$ cat config.mk
export PLATFORM = sky130hd
export DESIGN_NAME = acq_trigger_ctrl
export DESIGN_NICKNAME = d
export VERILOG_FILES = /design/src/acq_pkg.sv /design/src/acq_trigger_ctrl.sv /design/src/line_edge_sync.sv
export SDC_FILE = /design/constraint.sdc
export NUM_CORES = 1
export LEC_CHECK = 0
export ABC_AREA = 1
export BUFFER_PORTS_ARGS = -buffer_cell sky130_fd_sc_hd__buf_2
export CAP_MARGIN = 20
export CELL_PAD_IN_SITES_DETAIL_PLACEMENT = 0
export CELL_PAD_IN_SITES_GLOBAL_PLACEMENT = 1
export CORE_AREA = 2 2 110 112
export DETAILED_ROUTE_END_ITERATION = 10
export DIE_AREA = 0 0 112 114
export PLACE_DENSITY = 0.64
export SYNTH_ARGS = -nofsm -noshare
export SYNTH_HDL_FRONTEND = slang
export SYNTH_SLANG_ARGS = --single-unit
$ cat constraint.sdc
create_clock -name clk_sys -period 4.8 [get_ports clk_sys]
set_clock_uncertainty 0.1 [all_clocks]
set_input_delay 0.96 -clock clk_sys [delete_from_list [all_inputs] [get_ports clk_sys]]
set_output_delay 0.96 -clock clk_sys [all_outputs]
set_load 0.02 [all_outputs]
$ cat src/acq_pkg.sv
// Purpose: Shared constants for the capture arming and gating logic
// Assumes: 32-bit register port, byte offsets
// Notes: Field positions refer to the control, command and status registers
package acq_pkg;
   localparam int ADDR_W = 4;
   localparam int DATA_W = 32;
   localparam int FPA_W = 8;
   // Register offsets
   localparam logic [3:0] OFS_CTRL = 4'h0;
   localparam logic [3:0] OFS_FPA = 4'h4;
   localparam logic [3:0] OFS_CMD = 4'h8;
   localparam logic [3:0] OFS_STATUS = 4'hC;
   // Control fields
   localparam int CTRL_RUN_STYLE = 0;
   localparam int CTRL_GATE = 1;
   localparam int CTRL_ORIGIN_LO = 2;
   localparam int CTRL_POLARITY = 4;
   localparam int CTRL_GPIO_THIRD_INPUT_IN = 5;
   localparam int CTRL_W = 6;
   localparam logic [5:0] CTRL_RESET = 6'h00;
   // Command fields, write-only pulses
   localparam int CMD_ARM = 0;
   localparam int CMD_DISARM = 1;
   localparam int CMD_HOST_PULSE = 2;
   // Frames per arm limits and reset value
   localparam logic [7:0] FPA_MIN = 8'h01;
   localparam logic [7:0] FPA_MAX = 8'hFF;
   localparam logic [7:0] FPA_RESET = 8'h01;
   // Status fields
   localparam int STAT_STATE_LO = 0;
   localparam int STAT_STOP_PEND = 3;
   localparam int STAT_CNT_LO = 8;
   // Run style and polarity encodings
   localparam logic RUN_ONE_SHOT = 1'b0;
   localparam logic RUN_CONTINUOUS = 1'b1;
   localparam logic POL_UPWARD = 1'b0;
   localparam logic POL_DOWNWARD = 1'b1;
   typedef enum logic [1:0] {
      ORIGIN_HOST = 2'b00,
      ORIGIN_INPUT_ONE = 2'b01,
      ORIGIN_GPIO_THIRD = 2'b10
   } origin_t;
   typedef enum logic [2:0] {
      ST_DISARMED = 3'b000,
      ST_WAIT_ARM = 3'b001,
      ST_WAIT_FRAME = 3'b010,
      ST_FRAME_BUSY = 3'b011
   } acq_state_t;
endpackage : acq_pkg

$ cat src/acq_trigger_ctrl.sv
// Purpose: Capture arming, disarming and arming trigger gating
// Assumes: Frame triggers and frame done come from clk_sys logic
// Notes: Registers on a plain port, read data one cycle after strobe
//
// Overview of operation
// - No frame is taken until the host issues the capture arm command.
// - Disarm with no frame in progress ends capture at once.
// - Disarm during a frame lets it finish, then no new frame starts.
// - One-shot style takes one frame then disarms itself.
// - Continuous style takes one frame per trigger while waiting, until disarm.
// - One-shot frames never overlap; each runs a full cycle alone.
// - Gate off: arming trigger is made internally.
// - Gate on: start waiting for arming trigger, discard frame triggers.
// - Arming trigger moves to waiting for frame trigger.
// - Gate on, continuous style: after frames_per_arm frames, go back to waiting for arming.
// - frames_per_arm takes 1 to 255; reset sets it to 1.
// - Return to arming wait happens only with the gate on.
// - Arming origin is host pulse, input one or gpio third input.
// - Each host pulse command gives one arming trigger.
// - Gpio third input counts only while configured as input.
// - Polarity select picks rising or falling edge of the line.
// - Frame triggers outside waiting for a frame are ignored.
//
// The strobed register port and the register offsets were decided locally.
`timescale 1ns/1ns
module acq_trigger_ctrl #(
   parameter int FPA_W = acq_pkg::FPA_W
) (
   input wire logic clk_sys,
   input wire logic resetn,
   input wire logic [acq_pkg::ADDR_W-1:0] reg_addr,
   input wire logic [acq_pkg::DATA_W-1:0] reg_wdata,
   input wire logic reg_wr,
   input wire logic reg_rd,
   output logic [acq_pkg::DATA_W-1:0] reg_rdata,
   input wire logic input_one,
   input wire logic gpio_third_input,
   input wire logic frame_trig,
   input wire logic frame_done,
   output logic expose_start,
   output logic capture_enabled,
   output logic frame_wait,
   output logic arm_wait
);
   if (FPA_W < 8 || FPA_W > 16) begin : g_bad
      $error("FPA_W must be 8 to 16");
   end

   acq_pkg::acq_state_t state_r;
   acq_pkg::acq_state_t state_nxt;
   logic [acq_pkg::CTRL_W-1:0] ctrl_r;
   logic [7:0] fpa_r;
   logic [FPA_W-1:0] cnt_r;
   logic stop_pend_r;
   logic input_one_rise;
   logic input_one_fall;
   logic gpio_third_input_rise;
   logic gpio_third_input_fall;
   logic wr_ctrl;
   logic wr_fpa;
   logic wr_cmd;
   logic arm_cmd;
   logic disarm_cmd;
   logic host_pulse;
   logic arm_trig;
   logic run_style;
   logic gate_on;
   logic polarity;
   acq_pkg::origin_t origin;
   logic gpio_third_input_is_input;
   logic count_reached;

   function automatic logic hit(input logic [acq_pkg::ADDR_W-1:0] a,
                                input logic [acq_pkg::ADDR_W-1:0] ofs);
      hit = (a == ofs);
   endfunction : hit

   function automatic logic pick_edge(input logic pol, input logic rise,
                                      input logic fall);
      pick_edge = (pol == acq_pkg::POL_UPWARD) ? rise : fall;
   endfunction : pick_edge

   line_edge_sync u_line_one (
      .clk_sys(clk_sys),
      .resetn(resetn),
      .line_in(input_one),
      .rise_r(input_one_rise),
      .fall_r(input_one_fall)
   );

   line_edge_sync u_line_three (
      .clk_sys(clk_sys),
      .resetn(resetn),
      .line_in(gpio_third_input),
      .rise_r(gpio_third_input_rise),
      .fall_r(gpio_third_input_fall)
   );

   assign wr_ctrl = reg_wr && hit(reg_addr, acq_pkg::OFS_CTRL);
   assign wr_fpa = reg_wr && hit(reg_addr, acq_pkg::OFS_FPA);
   assign wr_cmd = reg_wr && hit(reg_addr, acq_pkg::OFS_CMD);
   assign arm_cmd = wr_cmd && reg_wdata[acq_pkg::CMD_ARM];
   assign disarm_cmd = wr_cmd && reg_wdata[acq_pkg::CMD_DISARM];
   assign host_pulse = wr_cmd && reg_wdata[acq_pkg::CMD_HOST_PULSE];

   assign run_style = ctrl_r[acq_pkg::CTRL_RUN_STYLE];
   assign gate_on = ctrl_r[acq_pkg::CTRL_GATE];
   assign polarity = ctrl_r[acq_pkg::CTRL_POLARITY];
   assign origin = acq_pkg::origin_t'(ctrl_r[acq_pkg::CTRL_ORIGIN_LO +: 2]);
   assign gpio_third_input_is_input = ctrl_r[acq_pkg::CTRL_GPIO_THIRD_INPUT_IN];

   // Arming trigger selection
   always_comb begin
      case (origin)
         acq_pkg::ORIGIN_HOST: arm_trig = host_pulse;
         acq_pkg::ORIGIN_INPUT_ONE:
            arm_trig = pick_edge(polarity, input_one_rise, input_one_fall);
         acq_pkg::ORIGIN_GPIO_THIRD:
            arm_trig = gpio_third_input_is_input &&
                       pick_edge(polarity, gpio_third_input_rise, gpio_third_input_fall);
         default: arm_trig = 1'b0;
      endcase
   end

   // Wider counter compares against the 8-bit setting
   assign count_reached = (cnt_r >= FPA_W'(fpa_r));

   // Configuration; run style and gate can be rewritten in any state, capturing included
   always_ff @(posedge clk_sys or negedge resetn) begin
      if (!resetn) begin
         ctrl_r <= acq_pkg::CTRL_RESET;
      end else if (wr_ctrl) begin
         ctrl_r <= reg_wdata[acq_pkg::CTRL_W-1:0];
      end
   end

   // Zero is out of range and is ignored, keeping the old count
   always_ff @(posedge clk_sys or negedge resetn) begin
      if (!resetn) begin
         fpa_r <= acq_pkg::FPA_RESET;
      end else if (wr_fpa && reg_wdata[7:0] >= acq_pkg::FPA_MIN) begin
         fpa_r <= reg_wdata[7:0];
      end
   end

   always_comb begin
      state_nxt = state_r;
      case (state_r)
         acq_pkg::ST_DISARMED: begin
            if (arm_cmd && !disarm_cmd) begin
               state_nxt = gate_on ? acq_pkg::ST_WAIT_ARM
                                   : acq_pkg::ST_WAIT_FRAME;
            end
         end
         acq_pkg::ST_WAIT_ARM: begin
            if (disarm_cmd) begin
               state_nxt = acq_pkg::ST_DISARMED;
            end else if (arm_trig) begin
               state_nxt = acq_pkg::ST_WAIT_FRAME;
            end
         end
         acq_pkg::ST_WAIT_FRAME: begin
            if (disarm_cmd) begin
               state_nxt = acq_pkg::ST_DISARMED;
            end else if (frame_trig) begin
               state_nxt = acq_pkg::ST_FRAME_BUSY;
            end
         end
         acq_pkg::ST_FRAME_BUSY: begin
            // Busy frame ignores triggers, so frames never overlap
            if (frame_done) begin
               if (stop_pend_r || disarm_cmd) begin
                  state_nxt = acq_pkg::ST_DISARMED;
               end else if (run_style == acq_pkg::RUN_ONE_SHOT) begin
                  state_nxt = acq_pkg::ST_DISARMED;
               end else if (gate_on && count_reached) begin
                  state_nxt = acq_pkg::ST_WAIT_ARM;
               end else begin
                  state_nxt = acq_pkg::ST_WAIT_FRAME;
               end
            end
         end
         default: state_nxt = acq_pkg::ST_DISARMED;
      endcase
   end

   always_ff @(posedge clk_sys or negedge resetn) begin
      if (!resetn) begin
         state_r <= acq_pkg::ST_DISARMED;
      end else begin
         state_r <= state_nxt;
      end
   end

   // Disarm during a frame is remembered until the frame ends
   always_ff @(posedge clk_sys or negedge resetn) begin
      if (!resetn) begin
         stop_pend_r <= 1'b0;
      end else if (state_nxt != acq_pkg::ST_FRAME_BUSY) begin
         stop_pend_r <= 1'b0;
      end else if (disarm_cmd) begin
         stop_pend_r <= 1'b1;
      end
   end

   // Only accepted triggers count
   always_ff @(posedge clk_sys or negedge resetn) begin
      if (!resetn) begin
         cnt_r <= '0;
      end else if (state_r == acq_pkg::ST_DISARMED ||
                   (state_r == acq_pkg::ST_WAIT_ARM && arm_trig)) begin
         cnt_r <= '0;
      end else if (state_r == acq_pkg::ST_WAIT_FRAME &&
                   state_nxt == acq_pkg::ST_FRAME_BUSY &&
                   cnt_r != '1) begin
         cnt_r <= cnt_r + FPA_W'(1);
      end
   end

   // Status outputs, all from flops
   always_ff @(posedge clk_sys or negedge resetn) begin
      if (!resetn) begin
         expose_start <= 1'b0;
         capture_enabled <= 1'b0;
         frame_wait <= 1'b0;
         arm_wait <= 1'b0;
      end else begin
         expose_start <= (state_r == acq_pkg::ST_WAIT_FRAME) &&
                         (state_nxt == acq_pkg::ST_FRAME_BUSY);
         capture_enabled <= (state_nxt != acq_pkg::ST_DISARMED);
         frame_wait <= (state_nxt == acq_pkg::ST_WAIT_FRAME);
         arm_wait <= (state_nxt == acq_pkg::ST_WAIT_ARM);
      end
   end

   // Read data valid only in the cycle after the strobe
   always_ff @(posedge clk_sys or negedge resetn) begin
      if (!resetn) begin
         reg_rdata <= '0;
      end else begin
         reg_rdata <= '0;
         if (reg_rd) begin
            case (reg_addr)
               acq_pkg::OFS_CTRL:
                  reg_rdata[acq_pkg::CTRL_W-1:0] <= ctrl_r;
               acq_pkg::OFS_FPA: reg_rdata[7:0] <= fpa_r;
               acq_pkg::OFS_STATUS: begin
                  reg_rdata[acq_pkg::STAT_STATE_LO +: 3] <= state_r;
                  reg_rdata[acq_pkg::STAT_STOP_PEND] <= stop_pend_r;
                  reg_rdata[acq_pkg::STAT_CNT_LO +: FPA_W] <= cnt_r;
               end
               default: reg_rdata <= '0;
            endcase
         end
      end
   end
endmodule : acq_trigger_ctrl

$ cat src/line_edge_sync.sv
// Purpose: Synchronise an external line and report its edges
// Assumes: Line is asynchronous to clk_sys
// Notes: A level counts once stages two and three agree
`timescale 1ns/1ns
module line_edge_sync (
   input wire logic clk_sys,
   input wire logic resetn,
   input wire logic line_in,
   output logic rise_r,
   output logic fall_r
);
   logic sync1_r;
   logic sync2_r;
   logic sync3_r;
   logic level_r;

   // Stage one feeds stage two only
   always_ff @(posedge clk_sys or negedge resetn) begin
      if (!resetn) begin
         sync1_r <= 1'b0;
         sync2_r <= 1'b0;
         sync3_r <= 1'b0;
      end else begin
         sync1_r <= line_in;
         sync2_r <= sync1_r;
         sync3_r <= sync2_r;
      end
   end

   // Level starts low, so a line high at reset gives one rise
   always_ff @(posedge clk_sys or negedge resetn) begin
      if (!resetn) begin
         level_r <= 1'b0;
         rise_r <= 1'b0;
         fall_r <= 1'b0;
      end else begin
         rise_r <= 1'b0;
         fall_r <= 1'b0;
         if (sync2_r == sync3_r && sync2_r != level_r) begin
            level_r <= sync2_r;
            rise_r <= sync2_r;
            fall_r <= !sync2_r;
         end
      end
   end
endmodule : line_edge_sync

; ---- Yosys cells after proc, flatten, opt, wreduce, memory -nomap -nowiden
; Cells that the tools add are included.
[classes]
addsub = 1
magnitude_cmp = 2
eq_ne = 17
n_mux = 27
reduce_logical = 26
[ops]
columns = op, n
row1 = $mux 8, 3
row2 = $mux 3, 6
row3 = $mux 16, 1
row4 = $logic_and 1x1->1, 15
row5 = $eq 3x2->1 const B, 4
row6 = $pmux 3 s4, 1
row7 = $pmux 4 s3, 1
row8 = $mux 2, 5
row9 = $add 8x1->8 const B, 1
row10 = $eq 4x4->1 const B, 2
row11 = $ge 8x1->1 const B, 1
row12 = $ge 8x8->1, 1
row13 = $mux 1, 8
row14 = $ne 8x8->1 const B, 1
row15 = $eq 3x1->1 const B, 2
row16 = $eq 4x3->1 const B, 1
row17 = $logic_not 4->1, 1
row18 = $pmux 2 s2, 1
row19 = $reduce_bool 2->1, 2
row20 = $logic_not 1->1, 3
row21 = $logic_not 3->1, 1
row22 = $ne 3x2->1 const B, 1
row23 = $pmux 1 s3, 1
row24 = $reduce_bool 3->1, 1
row25 = other kinds (6), 9
[totals]
ff_bits = 58
inputBits = 44
output_inout_bits = 36

; ---- Depth between registers and ports, before layout
[logic_depth]
word_depth = 12
mapped_depth = 16
depth_no_buf = 16

; ---- Cells and area by module
; From an unflattened synthesis, not the netlist that was laid out.
[hier_totals]
cells_unflattened = 328
hier_area_um2 = 2762.6
[by_module_without_submodules]
columns = mod, n_inst, cells_each, area_per_inst_um2
row1 = acq_trigger_ctrl, 1, 304, 2412.3
row2 = line_edge_sync, 2, 12, 175.2

; ---- Worst setup path after synthesis
; OpenSTA, ideal clock, no wires.
[synth_timing]
path_kind = in2reg
startpoint = in reg_addr[1] in the netlist's numbering
endpoint = reg fpa_r[4]
arrival_ns = 1.882
setup_slack_ns = 2.700
cell_stages = 7
path_buffers = 1
cell_sequence = nor2_2 inv_1 nor3_4 o311ai_4 buf_6 nand2_1 o21ai_2
[synth_via]
elab_chain_len = 3
[synth_rtl]
columns = element, line
row1 = from (decl), acq_trigger_ctrl.sv:31  ; input wire logic [acq_pkg::ADDR_W-1:0] reg_addr,
row2 = $eq 4x3->1, acq_trigger_ctrl.sv:75  ; hit = (a == ofs);
row3 = $logic_and 1x1->1, acq_trigger_ctrl.sv:100  ; assign wr_fpa = reg_wr && hit(reg_addr, acq_pkg::OFS_FPA);
row4 = $logic_and 1x1->1, acq_trigger_ctrl.sv:141  ; end else if (wr_fpa && reg_wdata[7:0] >= acq_pkg::FPA_MIN) begin
row5 = to (signal assigned), acq_trigger_ctrl.sv:140  ; fpa_r <= acq_pkg::FPA_RESET;
row6 = to (signal assigned), acq_trigger_ctrl.sv:142  ; fpa_r <= reg_wdata[7:0];
row7 = to (decl), acq_trigger_ctrl.sv:52  ; logic [7:0] fpa_r;
; No other way between the ends.
; A chain may end at the register's enable or synchronous reset.

; ---- Final worst setup path
[layout_timing]
startpoint = in reg_addr[2] in the netlist's numbering
endpoint = reg cnt_r[0]
[layout_via]
elab_chain_len = 11
elab_cells_between_ends = 23
classes_between = eq/ne (2) / mux (9) / reduce/logical (12)
[layout_rtl]
columns = element, line
row1 = $eq 4x4->1 (*), acq_trigger_ctrl.sv:75
row2 = $logic_and 1x1->1 (*), acq_trigger_ctrl.sv:101  ; assign wr_cmd = reg_wr && hit(reg_addr, acq_pkg::OFS_CMD);
row3 = "$logic_and 1x1->1, on equally long branches", "acq_trigger_ctrl.sv:104, acq_trigger_ctrl.sv:103"
row4 = $pmux 1 s3 (tied with other cells), acq_trigger_ctrl.sv:114  ; case (origin)
row5 = $mux 3 (tied with other cells), acq_trigger_ctrl.sv:158  ; end else if (arm_trig) begin
row6 = "$mux 3, on equally long branches", "acq_trigger_ctrl.sv:156, acq_trigger_ctrl.sv:150, acq_trigger_ctrl.sv:171"
row7 = $pmux 3 s4, acq_trigger_ctrl.sv:148  ; case (state_r)
row8 = $eq 3x2->1, acq_trigger_ctrl.sv:214  ; state_nxt == acq_pkg::ST_FRAME_BUSY &&
row9 = $logic_and 1x1->1, acq_trigger_ctrl.sv:213  ; end else if (state_r == acq_pkg::ST_WAIT_FRAME &&
row10 = $logic_and 1x1->1, acq_trigger_ctrl.sv:214
row11 = $reduce_bool 2->1 (no line), -
row12 = to (signal assigned), acq_trigger_ctrl.sv:216  ; cnt_r <= cnt_r + FPA_W'(1);
row13 = to (decl), acq_trigger_ctrl.sv:53  ; logic [FPA_W-1:0] cnt_r;
; Mark *: on every way between the ends. The rest lies on a longest branch, timed or not.

==> results.sh <==
export IMPL_r2r_end="frame_wait"
export IMPL_cp_slowest_stage_delay_ns=0.25
export IMPL_worstHoldStart="u_line_three.sync1_r"
export IMPL_grt_max_degree=59
export IMPL_worstPathMaxFanout=7
export IMPL_synth_cell_type_count=31
export IMPL_yosys_area_share_simple=0.2226
export IMPL_synth_xor_xnor_area_share=0
export IMPL_cpMaxStageDelayCell="nand3_1"
export IMPL_finalWirelength_um=6126
export IMPL_finalCritPeriodShare=0.4657
export IMPL_vdd_ir_drop_max_v=0.0001449
export IMPL_die_area_mm2=0.01277
export IMPL_design_area_mm2=0.003392
export IMPL_syn_to_final_growth_pct=20.44
export IMPL_synthMuxAreaShare=0
export IMPL_power_switching_uw=338.8
export IMPL_grt_remaining_overflow=0
export IMPL_avgRoutedWirePerCell_um=11.67
export IMPL_drive_gt1_frac=0.2063
export IMPL_drt_initial_drc_count=98
export IMPL_comb_power_share=0.109
export IMPL_ctsHoldBuffers=0
export IMPL_r2r_cells=14
export IMPL_placed_area_mm2=0.003128
export IMPL_internal_power_uw=914.8
export IMPL_cts_resized=0
export IMPL_die_y_um=114
export IMPL_use_met3=0.03348
export IMPL_synth_top_area_frac=0.5064
export IMPL_fin_nets=426
export IMPL_synth_compound_area_frac=0.09773
export IMPL_ios=80
export IMPL_mostFrequentLayoutCells="nand2_1, dfrtp_1, inv_1"
export IMPL_n_antenna_cell=0
export IMPL_ys_seq_elements=58
export IMPL_placementRows=40
export IMPL_antenna_left=0
export IMPL_grt_pass1_vias=2051
export IMPL_gp_congestion=0.7818
export IMPL_insertion_delay_ns=0.33
export IMPL_synthAdderAreaFrac=0.03998
export IMPL_synth_top_area_cell="dfrtp_1"
export IMPL_cts_sinks=58
export IMPL_whs_path_depth=0
export IMPL_outcome="completed"
export IMPL_r2r_start="fpa_r[0]"
export IMPL_clockRootBuffer="clkbuf_16"
export IMPL_crit_family="simple AND/OR/NAND/NOR gates"
export IMPL_cp_start_kind="input pin"
export IMPL_cts_clk_slew_worst_paths_ns=0.05
export IMPL_synth_avg_cell_area_um2=8.693
export IMPL_final_setup_tns_ns=0
export IMPL_numPortBuffers=39
export IMPL_swShare=0.2702
export IMPL_grt_util_met2=0.1580
export IMPL_post_cts_buffers=0
export IMPL_synth_top_family_by_area="simple AND/OR/NAND/NOR gates"
export IMPL_max_freq_mhz=447.4
export IMPL_drcViolationCount=0
export IMPL_grt_first_pass_wirelength_um=10440
export IMPL_top_usage_layer="met2"
export IMPL_dpl_hpwl_um=4534
export IMPL_power_density_mw_per_mm2=369.6
export IMPL_slew_violations=0
export IMPL_synthTopCellsByArea="dfrtp_1, nand2_1, inv_1"
export IMPL_reg2reg_slack_ns=2.98
export IMPL_syn_inst=324
export IMPL_antenna_found_initial=0
export IMPL_synth_area_mm2=0.002816
export IMPL_layout_commonest_cell="nand2_1"
export IMPL_yosysSeqAreaShare=0.5158
export IMPL_p_leak_uw=0.001791
export IMPL_grt_use_met1=0.1424
export IMPL_path_cells="buf_2 > inv_1 > nand2_1 > nor2_1 > nand3_1 > nand3_1 > nand3_1 > nand2_1 > o21ai_0"
export IMPL_h_tree_depth=3
export IMPL_arrival_ns=2.34
export IMPL_cts_tree="built"
export IMPL_critPathRequiredTime_ns=4.91
export IMPL_die_width_um=112
export IMPL_critPathBufInv=2
export IMPL_start_util=0.2405
export IMPL_dr_pass1_iters=4
export IMPL_hold_path_class="flip-flop to flip-flop"
export IMPL_criticalPathCategory="input pin to flip-flop"
export IMPL_ctsLongestPathBuffers=2
export IMPL_endpoint_kind="flip-flop"
export IMPL_relSlewSlack=0.4775
export IMPL_worst_slew_pin_slew_ns=0.7819
export IMPL_vias=2086
export IMPL_grt_usage=0.1068
export IMPL_p_clk_frac=0.453
export IMPL_setup_viol=0
export IMPL_worst_hold_path_endpoint="u_line_three.sync2_r"
export IMPL_hold_slack_ns=0.2458
export IMPL_viasPerCell=3.973
export IMPL_cts_buffers=9
export IMPL_rsz0062_at_grt="false"
export IMPL_ys_warnings_count=0
export IMPL_coreArea_mm2=0.01171
export IMPL_hold_viol=0
export IMPL_maxCapViolCount=0
export IMPL_p_seq_frac=0.439
export IMPL_cp_common_cell="nand3_1"
export IMPL_post_route_min_period_ns=2.235
per-stage QoR:
step	total power, µW	instances	util	setup WS (ns)
2_1_floorplan	653.7	340	-	2.700
3_3_place_gp	693.9	509	0.2671	2.279
3_5_place_dp	697.2	509	0.2671	2.230
4_1_cts	1275	525	0.2896	2.577
5_1_grt	1322	525	0.2896	2.351
6_report	1254	525	0.2896	2.565
state kept, by name (all words and copies together), names as in the netlist, 3 cells and up:
signal and flops:
state_r 3, reg_rdata 16, ctrl_r 6, fpa_r 8, cnt_r 8
cells in the mapped netlist, drive strengths merged:
master / number
nand2: 82
dfrtp: 57
inv: 56
nor2: 36
o21ai: 18
buf: 17
a21oi: 13
nand3: 11
nor3: 10
ha: 9
o221ai: 3
nand4: 2
o211ai: 2
a21boi: 1
clkbuf: 1
conb: 1
dfstp: 1
nand3b: 1
o21a: 1
o311ai: 1
o31ai: 1
cell families after synthesis:
group           count (synthesis)
compound gates                 40
fa+ha+maj                       9
buf+inv                        74
flops                          58
other cells                     1
simple gates                  142
power groups by stage:
stage               clock network, µW  registers (µW)  logic, µW
floorplan                           0             551        102
global placement                    0             558        136
detailed placement                  0             559        139
CTS                               585             551        140
global route                      605             555        162
finish                            568             550        136
metal layers:
metal  wire length (µm)  vias to the layer above
li1                   -                     1080
met1               2994                      937
met2               2615                       55
met3                386                       14
met4                129                        0
met5                  0                        -
layout make-up:
class	instances	area (µm²)
Inverter	56	210.2
Multi-Input combinational cell	208	1079
Clock buffer	11	232.7
Clock inverter	5	31.28
Sequential cell	58	1453
Tap cell	147	183.9
Fill cell	1286	8319
Timing Repair Buffer	40	202.7
worst max path at each step:
| stage | startpoint | endpoint | cells after the start | slack (ns) |
|---|---|---|---|---|
| final | reg_addr[2] | cnt_r[0] | 9 | 2.56 |
| after floorplan | reg_addr[1] | fpa_r[4] | 7 | 2.70 |
| after detailed placement | reg_addr[1] | cnt_r[0] | 9 | 2.23 |
| after global placement | reg_wdata[1] | fpa_r[6] | 6 | 2.28 |
| after global routing | reg_addr[1] | cnt_r[0] | 9 | 2.35 |
| after CTS | reg_addr[1] | cnt_r[0] | 9 | 2.58 |
(Power assumes the default switching activity.)
